===== config.mk =====
export PLATFORM = sky130hd
export DESIGN_NAME = ocp_trip_logic
export DESIGN_NICKNAME = d
export VERILOG_FILES = /design/src/rtl/ocp_pkg.sv /design/src/rtl/ocp_timer.sv /design/src/rtl/ocp_trip_logic.sv
export SDC_FILE = /design/constraint.sdc
export NUM_CORES = 2
export LEC_CHECK = 0
export BUFFER_PORTS_ARGS = -buffer_cell sky130_fd_sc_hd__buf_2
export CAP_MARGIN = 20
export CORE_UTILIZATION = 50
export DETAILED_ROUTE_END_ITERATION = 8
export PLACE_DENSITY_LB_ADDON = 0.2
export SYNTH_ARGS = -nofsm -noshare
export SYNTH_HDL_FRONTEND = slang
export SYNTH_SLANG_ARGS = --single-unit

===== constraint.sdc =====
create_clock -name I_REF_CLK -period 10.2 [get_ports I_REF_CLK]
set_input_delay 0.51 -clock I_REF_CLK [delete_from_list [all_inputs] [get_ports I_REF_CLK]]
set_output_delay 0.51 -clock I_REF_CLK [all_outputs]
set_load 0.01 [all_outputs]

===== src/rtl/ocp_pkg.sv =====
package ocp_pkg;

	// ****************************************************************
	// Timing
	// ****************************************************************
	localparam int CLK_NS = 10;
	localparam int CLK_HZ = 1_000_000_000 / CLK_NS;
	localparam int TICK_NS = 1_000_000;
	localparam int TICK_CYC = TICK_NS / CLK_NS;
	localparam int MS_PER_S = 1000;
	localparam int TICKS_PER_S = MS_PER_S * 1_000_000 / TICK_NS;
	localparam int REMIND_S = 300;
	localparam int REMIND_TICKS = REMIND_S * TICKS_PER_S;
	localparam int DIR_MS = 40;
	localparam int DIR_TICKS = DIR_MS * 1_000_000 / TICK_NS;
	localparam int BF_STEP_MS = 100;
	localparam int BF_STEP_TICKS = BF_STEP_MS * 1_000_000 / TICK_NS;
	localparam int SAMP_PER_CYCLE = 32;
	localparam int SAMP50_CYC = CLK_HZ / (50 * SAMP_PER_CYCLE);
	localparam int SAMP60_CYC = CLK_HZ / (60 * SAMP_PER_CYCLE);

	// ****************************************************************
	// Register byte offsets
	// ****************************************************************
	localparam logic [7:0] ADDR_CTRL = 8'h00;
	localparam logic [7:0] ADDR_LS_CFG = 8'h04;
	localparam logic [7:0] ADDR_LS_PICK = 8'h08;
	localparam logic [7:0] ADDR_LS_DLY = 8'h0C;
	localparam logic [7:0] ADDR_HS_PICK = 8'h10;
	localparam logic [7:0] ADDR_HS_DLY = 8'h14;
	localparam logic [7:0] ADDR_ANGLE = 8'h18;
	localparam logic [7:0] ADDR_E_CFG = 8'h1C;
	localparam logic [7:0] ADDR_E_PICK = 8'h20;
	localparam logic [7:0] ADDR_E_DLY = 8'h24;
	localparam logic [7:0] ADDR_BF = 8'h28;
	localparam logic [7:0] ADDR_KEY = 8'h2C;
	localparam logic [7:0] ADDR_STATUS = 8'h30;

	// ****************************************************************
	// Control fields
	// ****************************************************************
	localparam int CTRL_F60 = 0;
	localparam int CTRL_SIN = 1;
	localparam int CTRL_RESISTANCE_EARTHED = 2;
	localparam int CTRL_ETRIP = 3;
	localparam int CTRL_BLK = 4;
	localparam int BLK_LS = 0;
	localparam int BLK_HS = 1;
	localparam int BLK_EL = 2;
	localparam int BLK_EH = 3;
	localparam int BLK_BF = 4;

	// ****************************************************************
	// Reset values and limits
	// ****************************************************************
	localparam logic [8:0] CTRL_RST = 9'h020;
	localparam logic [15:0] PICK_RST = 16'h0064;
	localparam logic [15:0] HS_PICK_RST = 16'h01F4;
	localparam logic [15:0] DLY_RST = 16'h03E8;
	localparam logic [15:0] RES_THR_RST = 16'h000A;
	localparam logic [2:0] ANGLE_RST = 3'h3;
	localparam logic [3:0] BF_CODE_RST = 4'h0;
	localparam logic [7:0] HOLD_RST = 8'h00;
	localparam logic [15:0] DLY_MAX = 16'hEA60;
	localparam logic [15:0] HS_PICK_MAX = 16'h0FA0;
	localparam logic [15:0] FAST_DEF_DLY = 16'h001E;
	localparam logic [15:0] FAST_INV_DLY = 16'h0032;
	localparam logic [15:0] BF_I_MIN = 16'h0001;
	localparam logic [23:0] E_PCT_SCALE = 24'h00_0064;

	typedef enum logic [1:0] {
		definite_curve,
		normal_inverse_curve,
		very_inverse_curve,
		extremely_inverse_curve
	} ocp_curve_t;

endpackage


===== src/rtl/ocp_timer.sv =====
`timescale 1ns/10ps
`default_nettype none
module ocp_timer (
	input wire logic i_clk,
	input wire logic i_rst_n,
	input wire logic i_ce,
	input wire logic i_tick,
	input wire logic i_run,
	input wire logic [7:0] i_inc,
	input wire logic [15:0] i_target,
	input wire logic [17:0] i_hold,
	output logic o_expired
);

	typedef struct packed {
		logic active;
		logic [23:0] acc;
		logic [17:0] hold_cnt;
		logic [15:0] tgt;
	} ocp_tmr_t;

	ocp_tmr_t s_ff;
	ocp_tmr_t nxt;

	assign o_expired = s_ff.active && (s_ff.acc >= {8'h00, s_ff.tgt});

	always_comb begin
		nxt = s_ff;
		if (i_run) begin
			nxt.hold_cnt = '0;
			if (!s_ff.active) begin
				// Target is frozen at start; later stores never touch it
				nxt.active = 1'b1;
				nxt.tgt = i_target;
				nxt.acc = '0;
			end else if (i_tick && !o_expired) begin
				nxt.acc = s_ff.acc + {16'h0000, i_inc};
			end
		end else if (s_ff.active) begin
			if (i_hold == '0) begin
				nxt.active = 1'b0;
				nxt.acc = '0;
			end else if (i_tick) begin
				if (s_ff.hold_cnt + 18'd1 >= i_hold) begin
					nxt.active = 1'b0;
					nxt.acc = '0;
					nxt.hold_cnt = '0;
				end else begin
					nxt.hold_cnt = s_ff.hold_cnt + 18'd1;
				end
			end
		end
	end

	always_ff @(posedge i_clk or negedge i_rst_n) begin
		if (!i_rst_n) begin
			s_ff <= '0;
		end else if (i_ce) begin
			s_ff <= nxt;
		end
	end

endmodule
`default_nettype wire


===== src/rtl/ocp_trip_logic.sv =====
`timescale 1ns/10ps
`default_nettype none
module ocp_trip_logic #(
	parameter int P_TICK_CYC = ocp_pkg::TICK_CYC,
	parameter int P_REMIND_TICKS = ocp_pkg::REMIND_TICKS,
	parameter int P_SAMP50_CYC = ocp_pkg::SAMP50_CYC,
	parameter int P_SAMP60_CYC = ocp_pkg::SAMP60_CYC,
	// Arbitrary value
	parameter logic [31:0] P_PASSWORD = 32'h0000_1234,
	parameter bit P_DIRECTIONAL = 1'b1,
	parameter bit P_RESIDUAL = 1'b1,
	parameter bit P_SENSITIVE = 1'b0
) (
	input wire logic I_REF_CLK,
	input wire logic I_RST_N,
	input wire logic I_CE,
	input wire logic I_PSEL,
	input wire logic I_PENABLE,
	input wire logic I_PWRITE,
	input wire logic [7:0] I_PADDR,
	input wire logic [31:0] I_PWDATA,
	output logic [31:0] O_PRDATA,
	output logic O_PREADY,
	output logic O_PSLVERR,
	input wire logic [15:0] I_CUR_L1,
	input wire logic [15:0] I_CUR_L2,
	input wire logic [15:0] I_CUR_L3,
	input wire logic [15:0] I_CUR_E,
	input wire logic [15:0] I_RES_VOLT,
	input wire logic I_FWD_FAULT,
	input wire logic I_EXT_BLOCK,
	output logic O_LS_ALARM,
	output logic O_LS_TRIP,
	output logic O_HS_ALARM,
	output logic O_HS_TRIP,
	output logic O_E_ALARM,
	output logic O_E_TRIP,
	output logic O_BF_RELAY,
	output logic O_TRIP_STORE,
	output logic O_LS_DLY_FLASH,
	output logic O_E_DLY_FLASH,
	output logic O_FREQ_60,
	output logic O_SAMPLE_STB,
	output logic [6:0] O_CHAR_ANGLE,
	output logic O_EARTH_SIN,
	output logic O_EARTH_RESIST
);

	// ****************************************************************
	// State
	// ****************************************************************
	typedef struct packed {
		logic [8:0] ctrl;
		ocp_pkg::ocp_curve_t [1:0] chr;
		logic [1:0][7:0] hold_s;
		logic [1:0] remind;
		logic [1:0] chr_chg;
		logic [1:0][18:0] rem_cnt;
		logic [15:0] ls_pick;
		logic [15:0] ls_fwd;
		logic [15:0] ls_rev;
		logic [15:0] hs_pick;
		logic [15:0] hs_fwd;
		logic [15:0] hs_rev;
		logic [15:0] res_thr;
		logic [15:0] el_pick;
		logic [15:0] eh_pick;
		logic [15:0] el_dly;
		logic [15:0] eh_dly;
		logic [2:0] angle;
		logic [3:0] bf_code;
		logic unlocked;
		logic [16:0] tick_cnt;
		logic tick;
		logic [5:0] dir_cnt;
		logic bf_armed;
		logic [10:0] bf_cnt;
		logic bf_relay;
		logic [16:0] samp_cnt;
		logic samp_stb;
		logic [5:0] rly;
		logic trip_store;
		logic [31:0] rdata;
		logic rerr;
	} ocp_state_t;

	ocp_state_t s_ff;
	ocp_state_t nxt;

	localparam logic [16:0] TICK_LAST = 17'(P_TICK_CYC - 1);
	localparam logic [18:0] REMIND_LAST = 19'(P_REMIND_TICKS - 1);
	localparam logic [16:0] SAMP50_LAST = 17'(P_SAMP50_CYC - 1);
	localparam logic [16:0] SAMP60_LAST = 17'(P_SAMP60_CYC - 1);
	localparam logic [5:0] DIR_DONE = 6'(ocp_pkg::DIR_TICKS);
	localparam logic [10:0] BF_STEP = 11'(ocp_pkg::BF_STEP_TICKS);
	localparam logic [17:0] HOLD_SCALE = 18'(ocp_pkg::TICKS_PER_S);

	// ****************************************************************
	// Functions
	// ****************************************************************
	function automatic logic dly_bad(input logic [15:0] d);
		dly_bad = (d == '0) || (d > ocp_pkg::DLY_MAX);
	endfunction

	function automatic logic [15:0] fast_dly(input ocp_pkg::ocp_curve_t c);
		fast_dly = (c == ocp_pkg::definite_curve) ? ocp_pkg::FAST_DEF_DLY
			: ocp_pkg::FAST_INV_DLY;
	endfunction

	// Coarse current multiple raised to the curve steepness
	function automatic logic [7:0] curve_inc(input ocp_pkg::ocp_curve_t c,
		input logic [23:0] i, input logic [23:0] p);
		logic [7:0] m;
		m = 8'd1 + 8'({1'b0, i} >= {p, 1'b0}) + 8'({2'b0, i} >= {p, 2'b0})
			+ 8'({3'b0, i} >= {p, 3'b0});
		unique case (c)
			ocp_pkg::definite_curve: curve_inc = 8'd1;
			ocp_pkg::normal_inverse_curve: curve_inc = m;
			ocp_pkg::very_inverse_curve: curve_inc = 8'(m * m);
			ocp_pkg::extremely_inverse_curve: curve_inc = 8'(m * m * m);
		endcase
	endfunction

	function automatic logic [15:0] sel_dly(input logic [15:0] f,
		input logic [15:0] r, input logic known, input logic fwd);
		if (!P_DIRECTIONAL || f == r) begin
			sel_dly = f;
		end else if (!known) begin
			sel_dly = (f > r) ? f : r;
		end else begin
			sel_dly = fwd ? f : r;
		end
	endfunction

	function automatic logic [6:0] angle_deg(input logic [2:0] a);
		unique case (a)
			3'd0: angle_deg = 7'd15;
			3'd1: angle_deg = 7'd27;
			3'd2: angle_deg = 7'd38;
			3'd3: angle_deg = 7'd49;
			3'd4: angle_deg = 7'd61;
			3'd5: angle_deg = 7'd72;
			3'd6: angle_deg = 7'd83;
			default: angle_deg = 7'd49;
		endcase
	endfunction

	function automatic logic [23:0] e_thr(input logic [15:0] pick);
		e_thr = P_SENSITIVE ? {8'h00, pick} : 24'(pick * ocp_pkg::E_PCT_SCALE);
	endfunction

	// ****************************************************************
	// Element pickups and enables
	// ****************************************************************
	logic [15:0] imax;
	logic [4:0] blk;
	logic ls_pu, hs_pu, el_pu, eh_pu, e_ok, ls_en, hs_en, dir_known, all_low;
	logic [3:0] t_run, t_exp;
	logic [3:0][7:0] t_inc;
	logic [3:0][15:0] t_tgt;
	logic [3:0][17:0] t_hold;

	assign imax = (I_CUR_L1 > I_CUR_L2) ? ((I_CUR_L1 > I_CUR_L3) ? I_CUR_L1 : I_CUR_L3)
		: ((I_CUR_L2 > I_CUR_L3) ? I_CUR_L2 : I_CUR_L3);
	assign blk = s_ff.ctrl[ocp_pkg::CTRL_BLK +: 5] & {5{I_EXT_BLOCK}};
	assign ls_pu = imax >= s_ff.ls_pick;
	assign hs_pu = imax >= s_ff.hs_pick;
	assign e_ok = !P_RESIDUAL || (I_RES_VOLT > s_ff.res_thr);
	assign el_pu = e_ok && ({8'h00, I_CUR_E} >= e_thr(s_ff.el_pick)) && !blk[ocp_pkg::BLK_EL];
	assign eh_pu = e_ok && ({8'h00, I_CUR_E} >= e_thr(s_ff.eh_pick)) && !blk[ocp_pkg::BLK_EH];
	assign ls_en = !dly_bad(s_ff.ls_fwd) && !(P_DIRECTIONAL && dly_bad(s_ff.ls_rev))
		&& !blk[ocp_pkg::BLK_LS];
	assign hs_en = (s_ff.hs_pick != '0) && (s_ff.hs_pick <= ocp_pkg::HS_PICK_MAX)
		&& !blk[ocp_pkg::BLK_HS];
	assign dir_known = (s_ff.chr[0] == ocp_pkg::definite_curve) || (s_ff.dir_cnt == DIR_DONE);
	assign all_low = (I_CUR_L1 < ocp_pkg::BF_I_MIN) && (I_CUR_L2 < ocp_pkg::BF_I_MIN)
		&& (I_CUR_L3 < ocp_pkg::BF_I_MIN);

	assign t_run = {eh_pu, el_pu, hs_pu && hs_en, ls_pu && ls_en};
	assign t_inc[0] = curve_inc(s_ff.chr[0], {8'h00, imax}, {8'h00, s_ff.ls_pick});
	assign t_inc[1] = 8'd1;
	assign t_inc[2] = curve_inc(s_ff.chr[1], {8'h00, I_CUR_E}, e_thr(s_ff.el_pick));
	assign t_inc[3] = 8'd1;
	assign t_tgt[0] = sel_dly(s_ff.ls_fwd, s_ff.ls_rev, dir_known, I_FWD_FAULT);
	assign t_tgt[1] = sel_dly(s_ff.hs_fwd, s_ff.hs_rev, 1'b1, I_FWD_FAULT);
	assign t_tgt[2] = s_ff.el_dly;
	assign t_tgt[3] = s_ff.eh_dly;
	assign t_hold[0] = (s_ff.chr[0] == ocp_pkg::definite_curve) ? '0
		: 18'(s_ff.hold_s[0] * HOLD_SCALE);
	assign t_hold[1] = '0;
	assign t_hold[2] = (s_ff.chr[1] == ocp_pkg::definite_curve) ? '0
		: 18'(s_ff.hold_s[1] * HOLD_SCALE);
	assign t_hold[3] = '0;

	genvar g;
	generate
		for (g = 0; g < 4; g++) begin : g_tmr
			ocp_timer u_tmr (
				.i_clk(I_REF_CLK),
				.i_rst_n(I_RST_N),
				.i_ce(I_CE),
				.i_tick(s_ff.tick),
				.i_run(t_run[g]),
				.i_inc(t_inc[g]),
				.i_target(t_tgt[g]),
				.i_hold(t_hold[g]),
				.o_expired(t_exp[g])
			);
		end
	endgenerate

	// ****************************************************************
	// Next state
	// ****************************************************************
	logic e_exp, any_new, any_old;
	logic [10:0] bf_limit;
	assign e_exp = (t_exp[2] && t_run[2]) || (t_exp[3] && t_run[3]);
	assign any_old = s_ff.rly[1] || s_ff.rly[3] || s_ff.rly[5];
	assign bf_limit = 11'(({7'h00, s_ff.bf_code} + 11'd1) * BF_STEP);

	always_comb begin
		nxt = s_ff;
		any_new = 1'b0;
		if (s_ff.tick_cnt >= TICK_LAST) begin
			nxt.tick_cnt = '0;
			nxt.tick = 1'b1;
		end else begin
			nxt.tick_cnt = s_ff.tick_cnt + 17'd1;
			nxt.tick = 1'b0;
		end
		if (s_ff.samp_cnt >= (s_ff.ctrl[ocp_pkg::CTRL_F60] ? SAMP60_LAST : SAMP50_LAST)) begin
			nxt.samp_cnt = '0;
			nxt.samp_stb = 1'b1;
		end else begin
			nxt.samp_cnt = s_ff.samp_cnt + 17'd1;
			nxt.samp_stb = 1'b0;
		end
		if (!ls_pu) begin
			nxt.dir_cnt = '0;
		end else if (s_ff.tick && s_ff.dir_cnt != DIR_DONE) begin
			nxt.dir_cnt = s_ff.dir_cnt + 6'd1;
		end
		for (int k = 0; k < 2; k++) begin
			if (s_ff.remind[k] && s_ff.tick) begin
				if (s_ff.rem_cnt[k] >= REMIND_LAST) begin
					nxt.remind[k] = 1'b0;
					nxt.chr_chg[k] = 1'b0;
					if (s_ff.chr_chg[k] && k == 0) begin
						nxt.ls_fwd = fast_dly(s_ff.chr[0]);
						nxt.ls_rev = fast_dly(s_ff.chr[0]);
					end else if (s_ff.chr_chg[k]) begin
						nxt.el_dly = fast_dly(s_ff.chr[1]);
					end
				end else begin
					nxt.rem_cnt[k] = s_ff.rem_cnt[k] + 19'd1;
				end
			end
		end
		nxt.rly[0] = ls_pu && !blk[ocp_pkg::BLK_LS];
		nxt.rly[1] = t_exp[0] && t_run[0];
		nxt.rly[2] = hs_pu && hs_en;
		nxt.rly[3] = t_exp[1] && t_run[1];
		nxt.rly[4] = el_pu || eh_pu || (e_exp && !s_ff.ctrl[ocp_pkg::CTRL_ETRIP]);
		nxt.rly[5] = e_exp && s_ff.ctrl[ocp_pkg::CTRL_ETRIP];
		any_new = nxt.rly[1] || nxt.rly[3] || nxt.rly[5];
		nxt.trip_store = any_new && !any_old;
		if (s_ff.bf_armed) begin
			if (all_low) begin
				nxt.bf_armed = 1'b0;
				nxt.bf_relay = 1'b0;
			end else if (s_ff.tick && !s_ff.bf_relay) begin
				if (s_ff.bf_cnt + 11'd1 >= bf_limit) begin
					nxt.bf_relay = 1'b1;
				end
				nxt.bf_cnt = s_ff.bf_cnt + 11'd1;
			end
		end else if (any_new && !any_old && !blk[ocp_pkg::BLK_BF]) begin
			nxt.bf_armed = 1'b1;
			nxt.bf_cnt = '0;
		end
		if (I_PSEL && !I_PENABLE) begin
			nxt.rerr = 1'b0;
			nxt.rdata = '0;
			unique case (I_PADDR)
				ocp_pkg::ADDR_CTRL: nxt.rdata = {23'h00_0000, s_ff.ctrl};
				ocp_pkg::ADDR_LS_CFG: nxt.rdata = {16'h0000, s_ff.hold_s[0], 6'h00, s_ff.chr[0]};
				ocp_pkg::ADDR_LS_PICK: nxt.rdata = {16'h0000, s_ff.ls_pick};
				ocp_pkg::ADDR_LS_DLY: nxt.rdata = {s_ff.ls_rev, s_ff.ls_fwd};
				ocp_pkg::ADDR_HS_PICK: nxt.rdata = {16'h0000, s_ff.hs_pick};
				ocp_pkg::ADDR_HS_DLY: nxt.rdata = {s_ff.hs_rev, s_ff.hs_fwd};
				ocp_pkg::ADDR_ANGLE: nxt.rdata = {29'h0000_0000, s_ff.angle};
				ocp_pkg::ADDR_E_CFG: nxt.rdata = {s_ff.res_thr, s_ff.hold_s[1], 6'h00, s_ff.chr[1]};
				ocp_pkg::ADDR_E_PICK: nxt.rdata = {s_ff.eh_pick, s_ff.el_pick};
				ocp_pkg::ADDR_E_DLY: nxt.rdata = {s_ff.eh_dly, s_ff.el_dly};
				ocp_pkg::ADDR_BF: nxt.rdata = {28'h000_0000, s_ff.bf_code};
				ocp_pkg::ADDR_KEY: nxt.rdata = {31'h0000_0000, s_ff.unlocked};
				ocp_pkg::ADDR_STATUS: nxt.rdata = {22'h00_0000, s_ff.bf_armed, s_ff.remind,
					s_ff.bf_relay, s_ff.rly};
				default: nxt.rerr = 1'b1;
			endcase
		end
		// Stores take effect in one edge; running timers keep their target
		if (I_PSEL && I_PENABLE && I_PWRITE) begin
			unique case (I_PADDR)
				ocp_pkg::ADDR_CTRL: begin
					nxt.ctrl = I_PWDATA[8:0];
					if (!s_ff.unlocked) begin
						nxt.ctrl[ocp_pkg::CTRL_SIN] = s_ff.ctrl[ocp_pkg::CTRL_SIN];
					end
					nxt.unlocked = 1'b0;
				end
				ocp_pkg::ADDR_LS_CFG: begin
					nxt.chr[0] = ocp_pkg::ocp_curve_t'(I_PWDATA[1:0]);
					nxt.hold_s[0] = I_PWDATA[15:8];
					nxt.remind[0] = 1'b1;
					nxt.rem_cnt[0] = '0;
					nxt.chr_chg[0] = s_ff.chr_chg[0] || (I_PWDATA[1:0] != s_ff.chr[0]);
				end
				ocp_pkg::ADDR_LS_PICK: nxt.ls_pick = I_PWDATA[15:0];
				ocp_pkg::ADDR_LS_DLY: begin
					nxt.ls_fwd = I_PWDATA[15:0];
					nxt.ls_rev = P_DIRECTIONAL ? I_PWDATA[31:16] : I_PWDATA[15:0];
					nxt.remind[0] = 1'b0;
					nxt.chr_chg[0] = 1'b0;
				end
				ocp_pkg::ADDR_HS_PICK: nxt.hs_pick = I_PWDATA[15:0];
				ocp_pkg::ADDR_HS_DLY: begin
					nxt.hs_fwd = I_PWDATA[15:0];
					nxt.hs_rev = P_DIRECTIONAL ? I_PWDATA[31:16] : I_PWDATA[15:0];
				end
				ocp_pkg::ADDR_ANGLE: begin
					if (I_PWDATA[2:0] != 3'h7) begin
						nxt.angle = I_PWDATA[2:0];
					end
				end
				ocp_pkg::ADDR_E_CFG: begin
					nxt.chr[1] = ocp_pkg::ocp_curve_t'(I_PWDATA[1:0]);
					nxt.hold_s[1] = I_PWDATA[15:8];
					nxt.res_thr = I_PWDATA[31:16];
					nxt.remind[1] = 1'b1;
					nxt.rem_cnt[1] = '0;
					nxt.chr_chg[1] = s_ff.chr_chg[1] || (I_PWDATA[1:0] != s_ff.chr[1]);
				end
				ocp_pkg::ADDR_E_PICK: begin
					nxt.el_pick = I_PWDATA[15:0];
					nxt.eh_pick = I_PWDATA[31:16];
				end
				ocp_pkg::ADDR_E_DLY: begin
					nxt.el_dly = I_PWDATA[15:0];
					nxt.eh_dly = I_PWDATA[31:16];
					nxt.remind[1] = 1'b0;
					nxt.chr_chg[1] = 1'b0;
				end
				ocp_pkg::ADDR_BF: nxt.bf_code = I_PWDATA[3:0];
				ocp_pkg::ADDR_KEY: nxt.unlocked = (I_PWDATA == P_PASSWORD);
				default: ;
			endcase
		end
	end

	always_ff @(posedge I_REF_CLK or negedge I_RST_N) begin
		if (!I_RST_N) begin
			s_ff <= '0;
			s_ff.ctrl <= ocp_pkg::CTRL_RST;
			s_ff.hold_s <= {ocp_pkg::HOLD_RST, ocp_pkg::HOLD_RST};
			s_ff.ls_pick <= ocp_pkg::PICK_RST;
			s_ff.ls_fwd <= ocp_pkg::DLY_RST;
			s_ff.ls_rev <= ocp_pkg::DLY_RST;
			s_ff.hs_pick <= ocp_pkg::HS_PICK_RST;
			s_ff.hs_fwd <= ocp_pkg::DLY_RST;
			s_ff.hs_rev <= ocp_pkg::DLY_RST;
			s_ff.res_thr <= ocp_pkg::RES_THR_RST;
			s_ff.el_pick <= ocp_pkg::PICK_RST;
			s_ff.eh_pick <= ocp_pkg::HS_PICK_RST;
			s_ff.el_dly <= ocp_pkg::DLY_RST;
			s_ff.eh_dly <= ocp_pkg::DLY_RST;
			s_ff.angle <= ocp_pkg::ANGLE_RST;
			s_ff.bf_code <= ocp_pkg::BF_CODE_RST;
		end else if (I_CE) begin
			s_ff <= nxt;
		end
	end

	// ****************************************************************
	// Outputs
	// ****************************************************************
	assign O_PRDATA = s_ff.rdata;
	assign O_PREADY = 1'b1;
	assign O_PSLVERR = I_PSEL && I_PENABLE && s_ff.rerr;
	assign O_LS_ALARM = s_ff.rly[0];
	assign O_LS_TRIP = s_ff.rly[1];
	assign O_HS_ALARM = s_ff.rly[2];
	assign O_HS_TRIP = s_ff.rly[3];
	assign O_E_ALARM = s_ff.rly[4];
	assign O_E_TRIP = s_ff.rly[5];
	assign O_BF_RELAY = s_ff.bf_relay;
	assign O_TRIP_STORE = s_ff.trip_store;
	assign O_LS_DLY_FLASH = s_ff.remind[0] && s_ff.rem_cnt[0][8];
	assign O_E_DLY_FLASH = s_ff.remind[1] && s_ff.rem_cnt[1][8];
	assign O_FREQ_60 = s_ff.ctrl[ocp_pkg::CTRL_F60];
	assign O_SAMPLE_STB = s_ff.samp_stb;
	assign O_CHAR_ANGLE = angle_deg(s_ff.angle);
	assign O_EARTH_SIN = s_ff.ctrl[ocp_pkg::CTRL_SIN];
	assign O_EARTH_RESIST = s_ff.ctrl[ocp_pkg::CTRL_RESISTANCE_EARTHED];

endmodule
`default_nettype wire


# --- Word-level counts from Yosys, hierarchy flattened ---
# Index checks and enable logic that the tools add are counted.
word_totals:
  reg_bits: 550
classes:
  addsub: 19
  n_mul: 9
  magnitude_cmp: 32
  n_eq_ne: 40
  n_mux: 92
  n_bitwise: 5
  n_reduce_logical: 116
ops:
  columns: ["operator", "count"]
  rows:
  - ["$pmux 32 s13", 1]
  - ["$mux 43", 8]
  - ["$mux 16", 15]
  - ["$mux 226", 1]
  - ["$mux 32", 7]
  - ["$mux 24", 8]
  - ["$mux 18", 8]
  - ["$mux 19", 6]
  - ["$mux 25", 4]
  - ["$ge 24x16->1", 4]
  - ["$mux 42", 2]
  - ["$gt 16x16->1", 5]
  - ["$pmux 8 s4", 2]
  - ["$add 24x1->24 const B", 2]
  - ["$add 24x8->24", 2]
  - ["$lt 16x1->1 const B", 3]
  - ["$reduce_and 3->1", 16]
  - ["$ge 16x23->1", 2]
  - ["$mul 16x5->21 const B", 2]
  - ["$pmux 7 s6", 1]
  - ["$eq 8x6->1 const B", 5]
  - ["$logic_and 1x1->1", 39]
  - ["$add 19x1->19 const B", 2]
  - ["$ge 19x19->1 const B", 2]
  - ["65 further kinds", 166]

# --- Depth between registers and ports, before layout ---
depth:
  depth_word: 14
  depth_mapped: 49

# --- By module ---
# Synthesis repeated with hierarchy kept, for this count alone.
unflattened:
  cells_unflattened: 5052
  hier_area_um2: 46812.4
by_module_without_submodules:
  columns: ["mod", "instances", "cells_per_inst", "area_each_um2", "seq_area_each_um2"]
  rows:
  - ["ocp_trip_logic", 1, 3310, 30520.5, 8832.2]
  - ["ocp_timer (g_tmr[1].u_tmr ...)", 3, 437, 4063.9, 1476.4]
  - ["ocp_timer (g_tmr[0].u_tmr)", 1, 431, 4100.2, 1476.4]

# --- Least setup slack after synthesis ---
# OpenSTA, ideal clock, no wires.
synth_timing:
  kind: "input to register"
  start: "input port I_CUR_L3[14]"
  end: "register g_tmr[0].u_tmr.s_ff[57] in the netlist's numbering"
  t_arrival_ns: 9.463
  t_required_ns: 10.121
  setup_slack_ns: 0.658
  cell_stages: 49
  path_cell_list: "inv_1 -> ha_1 -> a21oi_1 -> nand2_1 -> a221o_1 -> or3_1 -> nand2_1 -> or2_2 -> clkbuf_1 -> clkbuf_1 -> o22ai_1 -> a21oi_1 -> ha_1 -> nor2b_1 -> o21a_1 -> o21ai_0 -> nand2b_1 -> a21oi_1 -> [... 13 more ...] -> ha_1 -> inv_1 -> fa_1 -> inv_1 -> ha_1 -> nor2b_1 -> o21ai_0 -> o21ai_0 -> xnor2_1 -> and3_1 -> ha_1 -> nor2_1 -> nor2_1 -> o31ai_1 -> or3b_2 -> buf_1 -> nor4_1 -> a2bb2oi_1"
synth_via:
  elab_chain_cells: 14
  word_cells_on_any_way: 25
synth_rtl:
  columns: ["element", "line", "source"]
  rows:
  - ["from (decl)", "ocp_trip_logic.sv:27", "input wire logic [15:0] I_CUR_L3,"]
  - ["$gt 16x16->1, on equally long branches", "ocp_trip_logic.sv:164, ocp_trip_logic.sv:163", null]
  - ["$mux 16, on equally long branches", "ocp_trip_logic.sv:164, ocp_trip_logic.sv:163", null]
  - ["$mux 16 (*)", "ocp_trip_logic.sv:163", "assign imax = (I_CUR_L1 > I_CUR_L2) ? ((I_CUR_L1 > I_CUR_L3) ? I_CUR_L1 : I_CUR_L3)"]
  - ["$ge 16x17->1", "ocp_trip_logic.sv:114", "m = 8'd1 + 8'({1'b0, i} >= {p, 1'b0}) + 8'({2'b0, i} >= {p, 2'b0})"]
  - ["$add 1x1->2", "ocp_trip_logic.sv:114", null]
  - ["$add 2x1->3", "ocp_trip_logic.sv:114", null]
  - ["$add 3x1->4", "ocp_trip_logic.sv:115", "+ 8'({3'b0, i} >= {p, 3'b0});"]
  - ["$mul 4x4->8", "ocp_trip_logic.sv:119, ocp_trip_logic.sv:120", null]
  - ["$mul 8x4->8", "ocp_trip_logic.sv:120", "ocp_pkg::extremely_inverse_curve: curve_inc = 8'(m * m * m);"]
  - ["$pmux 8 s4", "ocp_trip_logic.sv:116", "unique case (c)"]
  - ["$add 24x8->24", "ocp_timer.sv:37", "nxt.acc = s_ff.acc + {16'h0000, i_inc};"]
  - ["$mux 24", "ocp_timer.sv:36", "end else if (i_tick && !o_expired) begin"]
  - ["$mux 24", "ocp_timer.sv:31", "if (!s_ff.active) begin"]
  - ["$mux 43", "ocp_timer.sv:29", "if (i_run) begin"]
  - ["to (signal assigned)", "ocp_timer.sv:59", "s_ff <= nxt;"]
  - ["to (decl)", "ocp_timer.sv:22", "ocp_tmr_t s_ff;"]
# Every way passes the cells marked *; elsewhere a longest branch is shown, timed or not. The select of a mux whose other input is x is not followed.
# A chain may end at the register's enable or synchronous reset.

# --- Worst setup path in the final report ---
layout_timing:
  start: "register s_ff[153] in the netlist's numbering"
  end: "register g_tmr[2].u_tmr.s_ff[49] in the netlist's numbering"
layout_via:
  elab_chain_cells: 12
  word_cells_on_any_way: 22
layout_rtl:
  columns: ["element", "line", "source"]
  rows:
  - ["from (decl)", "ocp_trip_logic.sv:87", "ocp_state_t s_ff;"]
  - ["from (signal assigned)", "ocp_trip_logic.sv:380", "s_ff <= nxt;"]
  - ["$mul 16x5->21 (*)", "ocp_trip_logic.sv:149", "e_thr = P_SENSITIVE ? {8'h00, pick} : 24'(pick * ocp_pkg::E_PCT_SCALE);"]
  - ["$ge 16x24->1", "ocp_trip_logic.sv:114", null]
  - ["$add 1x1->2", "ocp_trip_logic.sv:114", null]
  - ["$add 2x1->3", "ocp_trip_logic.sv:114", null]
  - ["$add 3x1->4", "ocp_trip_logic.sv:115", null]
  - ["$mul 4x4->8", "ocp_trip_logic.sv:119, ocp_trip_logic.sv:120", null]
  - ["$mul 8x4->8", "ocp_trip_logic.sv:120", null]
  - ["$pmux 8 s4", "ocp_trip_logic.sv:116", null]
  - ["$add 24x8->24", "ocp_timer.sv:37", null]
  - ["$mux 24", "ocp_timer.sv:36", null]
  - ["$mux 24", "ocp_timer.sv:31", null]
  - ["$mux 43", "ocp_timer.sv:29", null]
  - ["to (signal assigned)", "ocp_timer.sv:59", null]
  - ["to (decl)", "ocp_timer.sv:22", null]
# Marked as above.

==> out/qor.yml <==
clocking:
  root_buffer: "clkbuf_16"
  cts_tree: "built"
  clk_pin_slew_ns: 0.06
  clk_latency_ns: 0.65
  cts-buffers-inserted: 60
  post_cts_buffers: 0
  cts_max_level: 2
  clockBufferDepth: 3
  cts.sinks: 549
drt:
  detail-route-antenna-nets: 0
  drt_iter0_markers: 2696
  routed_wl_mm: 121
  drc: 0
  via_count: 34900
  wire_per_inst_um: 20.4
  drtPass1Iterations: 9
  avgViaCountPerCell: 5.91
sta:
  rsz0062_at_grt: "no"
  fin_worst_skew_ns: 0.0311
  hold_violations: 0
  slew_viol_final: 0
  slew-limit-headroom_pct: 28.5
  setup_viol: 0
  period_needed_ns: 9.52
  period_share_pct: 93.4
  tightestPinTransition_ns: 1.07
  max_freq_mhz: 105
setup_path:
  crit_buf_inv: 3
  arrival_ns: 10.03
  ff2ff_path_depth: 41
  r2r-start: "s_ff[153]$_DFFE_PN1P_"
  worstPathMaxFanout: 6
  crit_top_cell: "ha_1"
  cp_slowest_cell: "dfstp_2"
  ff2ff_setup_slack_ns: 0.68
  cpPeakStageDelay_ns: 0.64
  path_delay_family: "adder cells"
  crit_type: "register to register"
  worstSetupStartpointType: "register"
  cp-end-kind: "register"
  r2r_end: "g_tmr[2].u_tmr.s_ff[49]$_DFFE_PN0P_"
  required_ns: 10.70
floorplan:
  core_um2: 83700
  rows: 106
  die_area_um2: 85700
  start_util_pct: 50.5
  die_h_um: 293
  design.portCount: 183
  die_w_um: 293
cells_and_area:
  fin_util_pct: 55.4
  fin_area_um2: 46400
  drive_gt1_share_pct: 12.3
  fin_nets: 5479
  syn2layout_area_growth_pct: 9.68
yosys:
  yosysSeqAreaShare_pct: 32.7
  ys_warn_count: 0
  syn_area_per_cell_um2: 9.20
  ys_ff_latch: 549
  synthCells: 4594
  postSynth.asyncResetShare_pct: 100
  synth_ff_type: "dfrtp_1"
  synth.distinct_cells: 100
  synth_enable_flop_cells: 0
  syn_area_um2: 42300
power:
  p_leak_nw: 22.6
  p_per_area_nw_per_um2: 130
  ir_worst_vdd_uv: 151
  p_total_mw: 6.03
placed_design:
  dpl_cell_area_um2: 44200
  gp_congestion: 0.944
  io_buffers: 181
  dp_hpwl_mm: 92.1
job:
  maxCapViolCount: 0
global_route:
  gr-total-overflow: 0
  antenna_found_initial: 18
  grt_pass1_wl_mm: 190
  grt_max_degree: 92
  grt_usage_pct: 28.0
  grt_pass1_vias: 33500
min_path:
  hold_path_depth: 3
  hold_path.startpoint: "I_PWDATA[23]"
  hold_class: "primary input to register"
  worst_hold_path.endpoint: "s_ff[110]$_DFFE_PN1P_"
run_status:
  status: "completed"
-- placed cells by master, fill, tap and decap left out, types with 48 or more instances in the layout --
cell       netlist  routed
a21o_1          87      87
a21oi_1        229     228
a22o_1          52      52
a31oi_1         69      69
and3_1          74      74
buf_2           12     180
buf_4           37      54
clkbuf_16        0      61
dfrtp_1        490     490
dfstp_2         59      59
fa_1            75      75
ha_1           572     572
inv_1          398     397
mux2_2         126     126
nand2_1        424     424
nand2b_1        53      53
nand3_1        114     114
nand4_1         88      88
nor2_1         286     278
nor2b_1         52      52
nor3_1          49      48
nor4_1          49      48
o21ai_0        267     267
xnor2_1         91      91
xor2_1          87      87
-- worst max path at each step --
stage | slack, ns | depth (start not counted) | to | from
floorplan | 0.66 | 49 | g_tmr[0].u_tmr.s_ff[57]$_DFFE_PN0P_ | I_CUR_L3[14]
global placement | 0.11 | 43 | g_tmr[0].u_tmr.s_ff[55]$_DFFE_PN0P_ | I_CUR_L2[11]
detailed placement | -0.09 | 43 | g_tmr[0].u_tmr.s_ff[53]$_DFFE_PN0P_ | I_CUR_L2[11]
CTS | 0.56 | 43 | g_tmr[0].u_tmr.s_ff[53]$_DFFE_PN0P_ | I_CUR_L2[11]
global route | 0.02 | 46 | g_tmr[0].u_tmr.s_ff[57]$_DFFE_PN0P_ | I_CUR_L2[9]
finish | 0.68 | 41 | g_tmr[2].u_tmr.s_ff[49]$_DFFE_PN0P_ | s_ff[153]$_DFFE_PN1P_
-- synthesized netlist by cell type, drive strengths merged (19+ instances only) --
cell type | instances | area [µm²]
nand2 | 424 | 1590
dfrtp | 490 | 12300
xnor2 | 91 | 797
a21oi | 234 | 1190
nand4 | 88 | 551
nor3 | 51 | 265
o22ai | 25 | 163
inv | 398 | 1490
or2 | 19 | 119
or4 | 20 | 169
fa | 75 | 1500
dfstp | 59 | 1550
a21o | 87 | 653
a22oi | 33 | 248
mux2 | 127 | 1430
and3 | 74 | 463
a222oi | 30 | 300
nor4 | 50 | 319
or3 | 35 | 219
a221oi | 24 | 216
o22a | 27 | 236
ha | 572 | 7160
a31oi | 69 | 432
nor2b | 52 | 325
o21ai | 273 | 1370
clkbuf | 127 | 479
o31ai | 35 | 263
and2 | 37 | 231
buf | 64 | 409
nand3 | 114 | 571
xor2 | 87 | 762
nor2 | 286 | 1070
a211oi | 36 | 288
nand2b | 53 | 332
a22o | 52 | 455
mux2i | 31 | 310
o21a | 42 | 315
-- kinds of logic after synthesis --
group | count (synthesis) | synth area share [%]
adder cells (fa/ha/maj) | 647 | 20.5
XOR/XNOR | 178 | 3.69
AO/OA/AOI/OAI | 1126 | 17.8
buffers and inverters | 591 | 5.65
other | 2 | 0.0178
AND/OR/NAND/NOR | 1343 | 15.6
flip-flops | 549 | 32.7
multiplexers | 158 | 4.12
-- worst register-to-register path: cells and delay by family, from the launching register on --
kind,cells,cell delay [ns]
fa+ha+maj,13,4.42
simple gates,11,1.50
compound gates,12,2.19
xor+xnor,2,0.51
flops,1,0.64
buf+inv,3,0.15
-- layer usage --
layer  GRT usage, %  wire length (µm)  vias to the layer above
li1               -                 -                    16800
met1           40.5             56000                    16900
met2           42.0             51600                     1017
met3           4.99              8610                      185
met4           9.77              4250                       20
met5              0               129                        -
-- where the power goes --
group / internal, mW / switching (mW)
clock: 1.39 / 0.944
sequential: 2.33 / 0.139
combinational: 0.501 / 0.729
total: 4.22 / 1.81
-- metrics by stage --
step                      instances  hold WS [ns]  TNS (ns)  setup WS [ns]
after floorplan                4595         0.214         0          0.658
after global placement         5772         0.454         0          0.109
after detailed placement       5772         0.463    -0.329        -0.0937
after CTS                      5886        0.0975         0          0.565
after global routing           5893         0.140         0         0.0151
final                          5898         0.131         0          0.678
-- what timing repair did --
action / CTS / global route
endpoints found under the hold margin: 74 / 0
gates resized for setup: 0 / 2
hold buffers: 1 / 0
endpoints found under the setup margin: 0 / 7
-- state kept, by name (all words and copies together), names as in the netlist --
| register | flops |
|---|---|
| O_BF_RELAY | 1 |
| O_EARTH_RESIST | 1 |
| O_EARTH_SIN | 1 |
| O_E_ALARM | 1 |
| O_E_TRIP | 1 |
| O_FREQ_60 | 1 |
| O_HS_ALARM | 1 |
| O_HS_TRIP | 1 |
| O_LS_ALARM | 1 |
| O_LS_TRIP | 1 |
| O_PRDATA | 32 |
| O_SAMPLE_STB | 1 |
| O_TRIP_STORE | 1 |
| g_tmr.u_tmr.s_ff | 199 |
| s_ff | 306 |
-- layout make-up --
class / instances / area (µm²)
clock buffer: 84 / 1730
tap: 1134 / 1420
fill: 7591 / 37300
clock inverter: 29 / 395
antenna: 9 / 22.5
sequential: 549 / 13800
inverter: 400 / 1500
multi-input combinational: 3455 / 26100
timing repair buffer: 238 / 1360
Note: power is estimated with default switching activity, not from simulation.
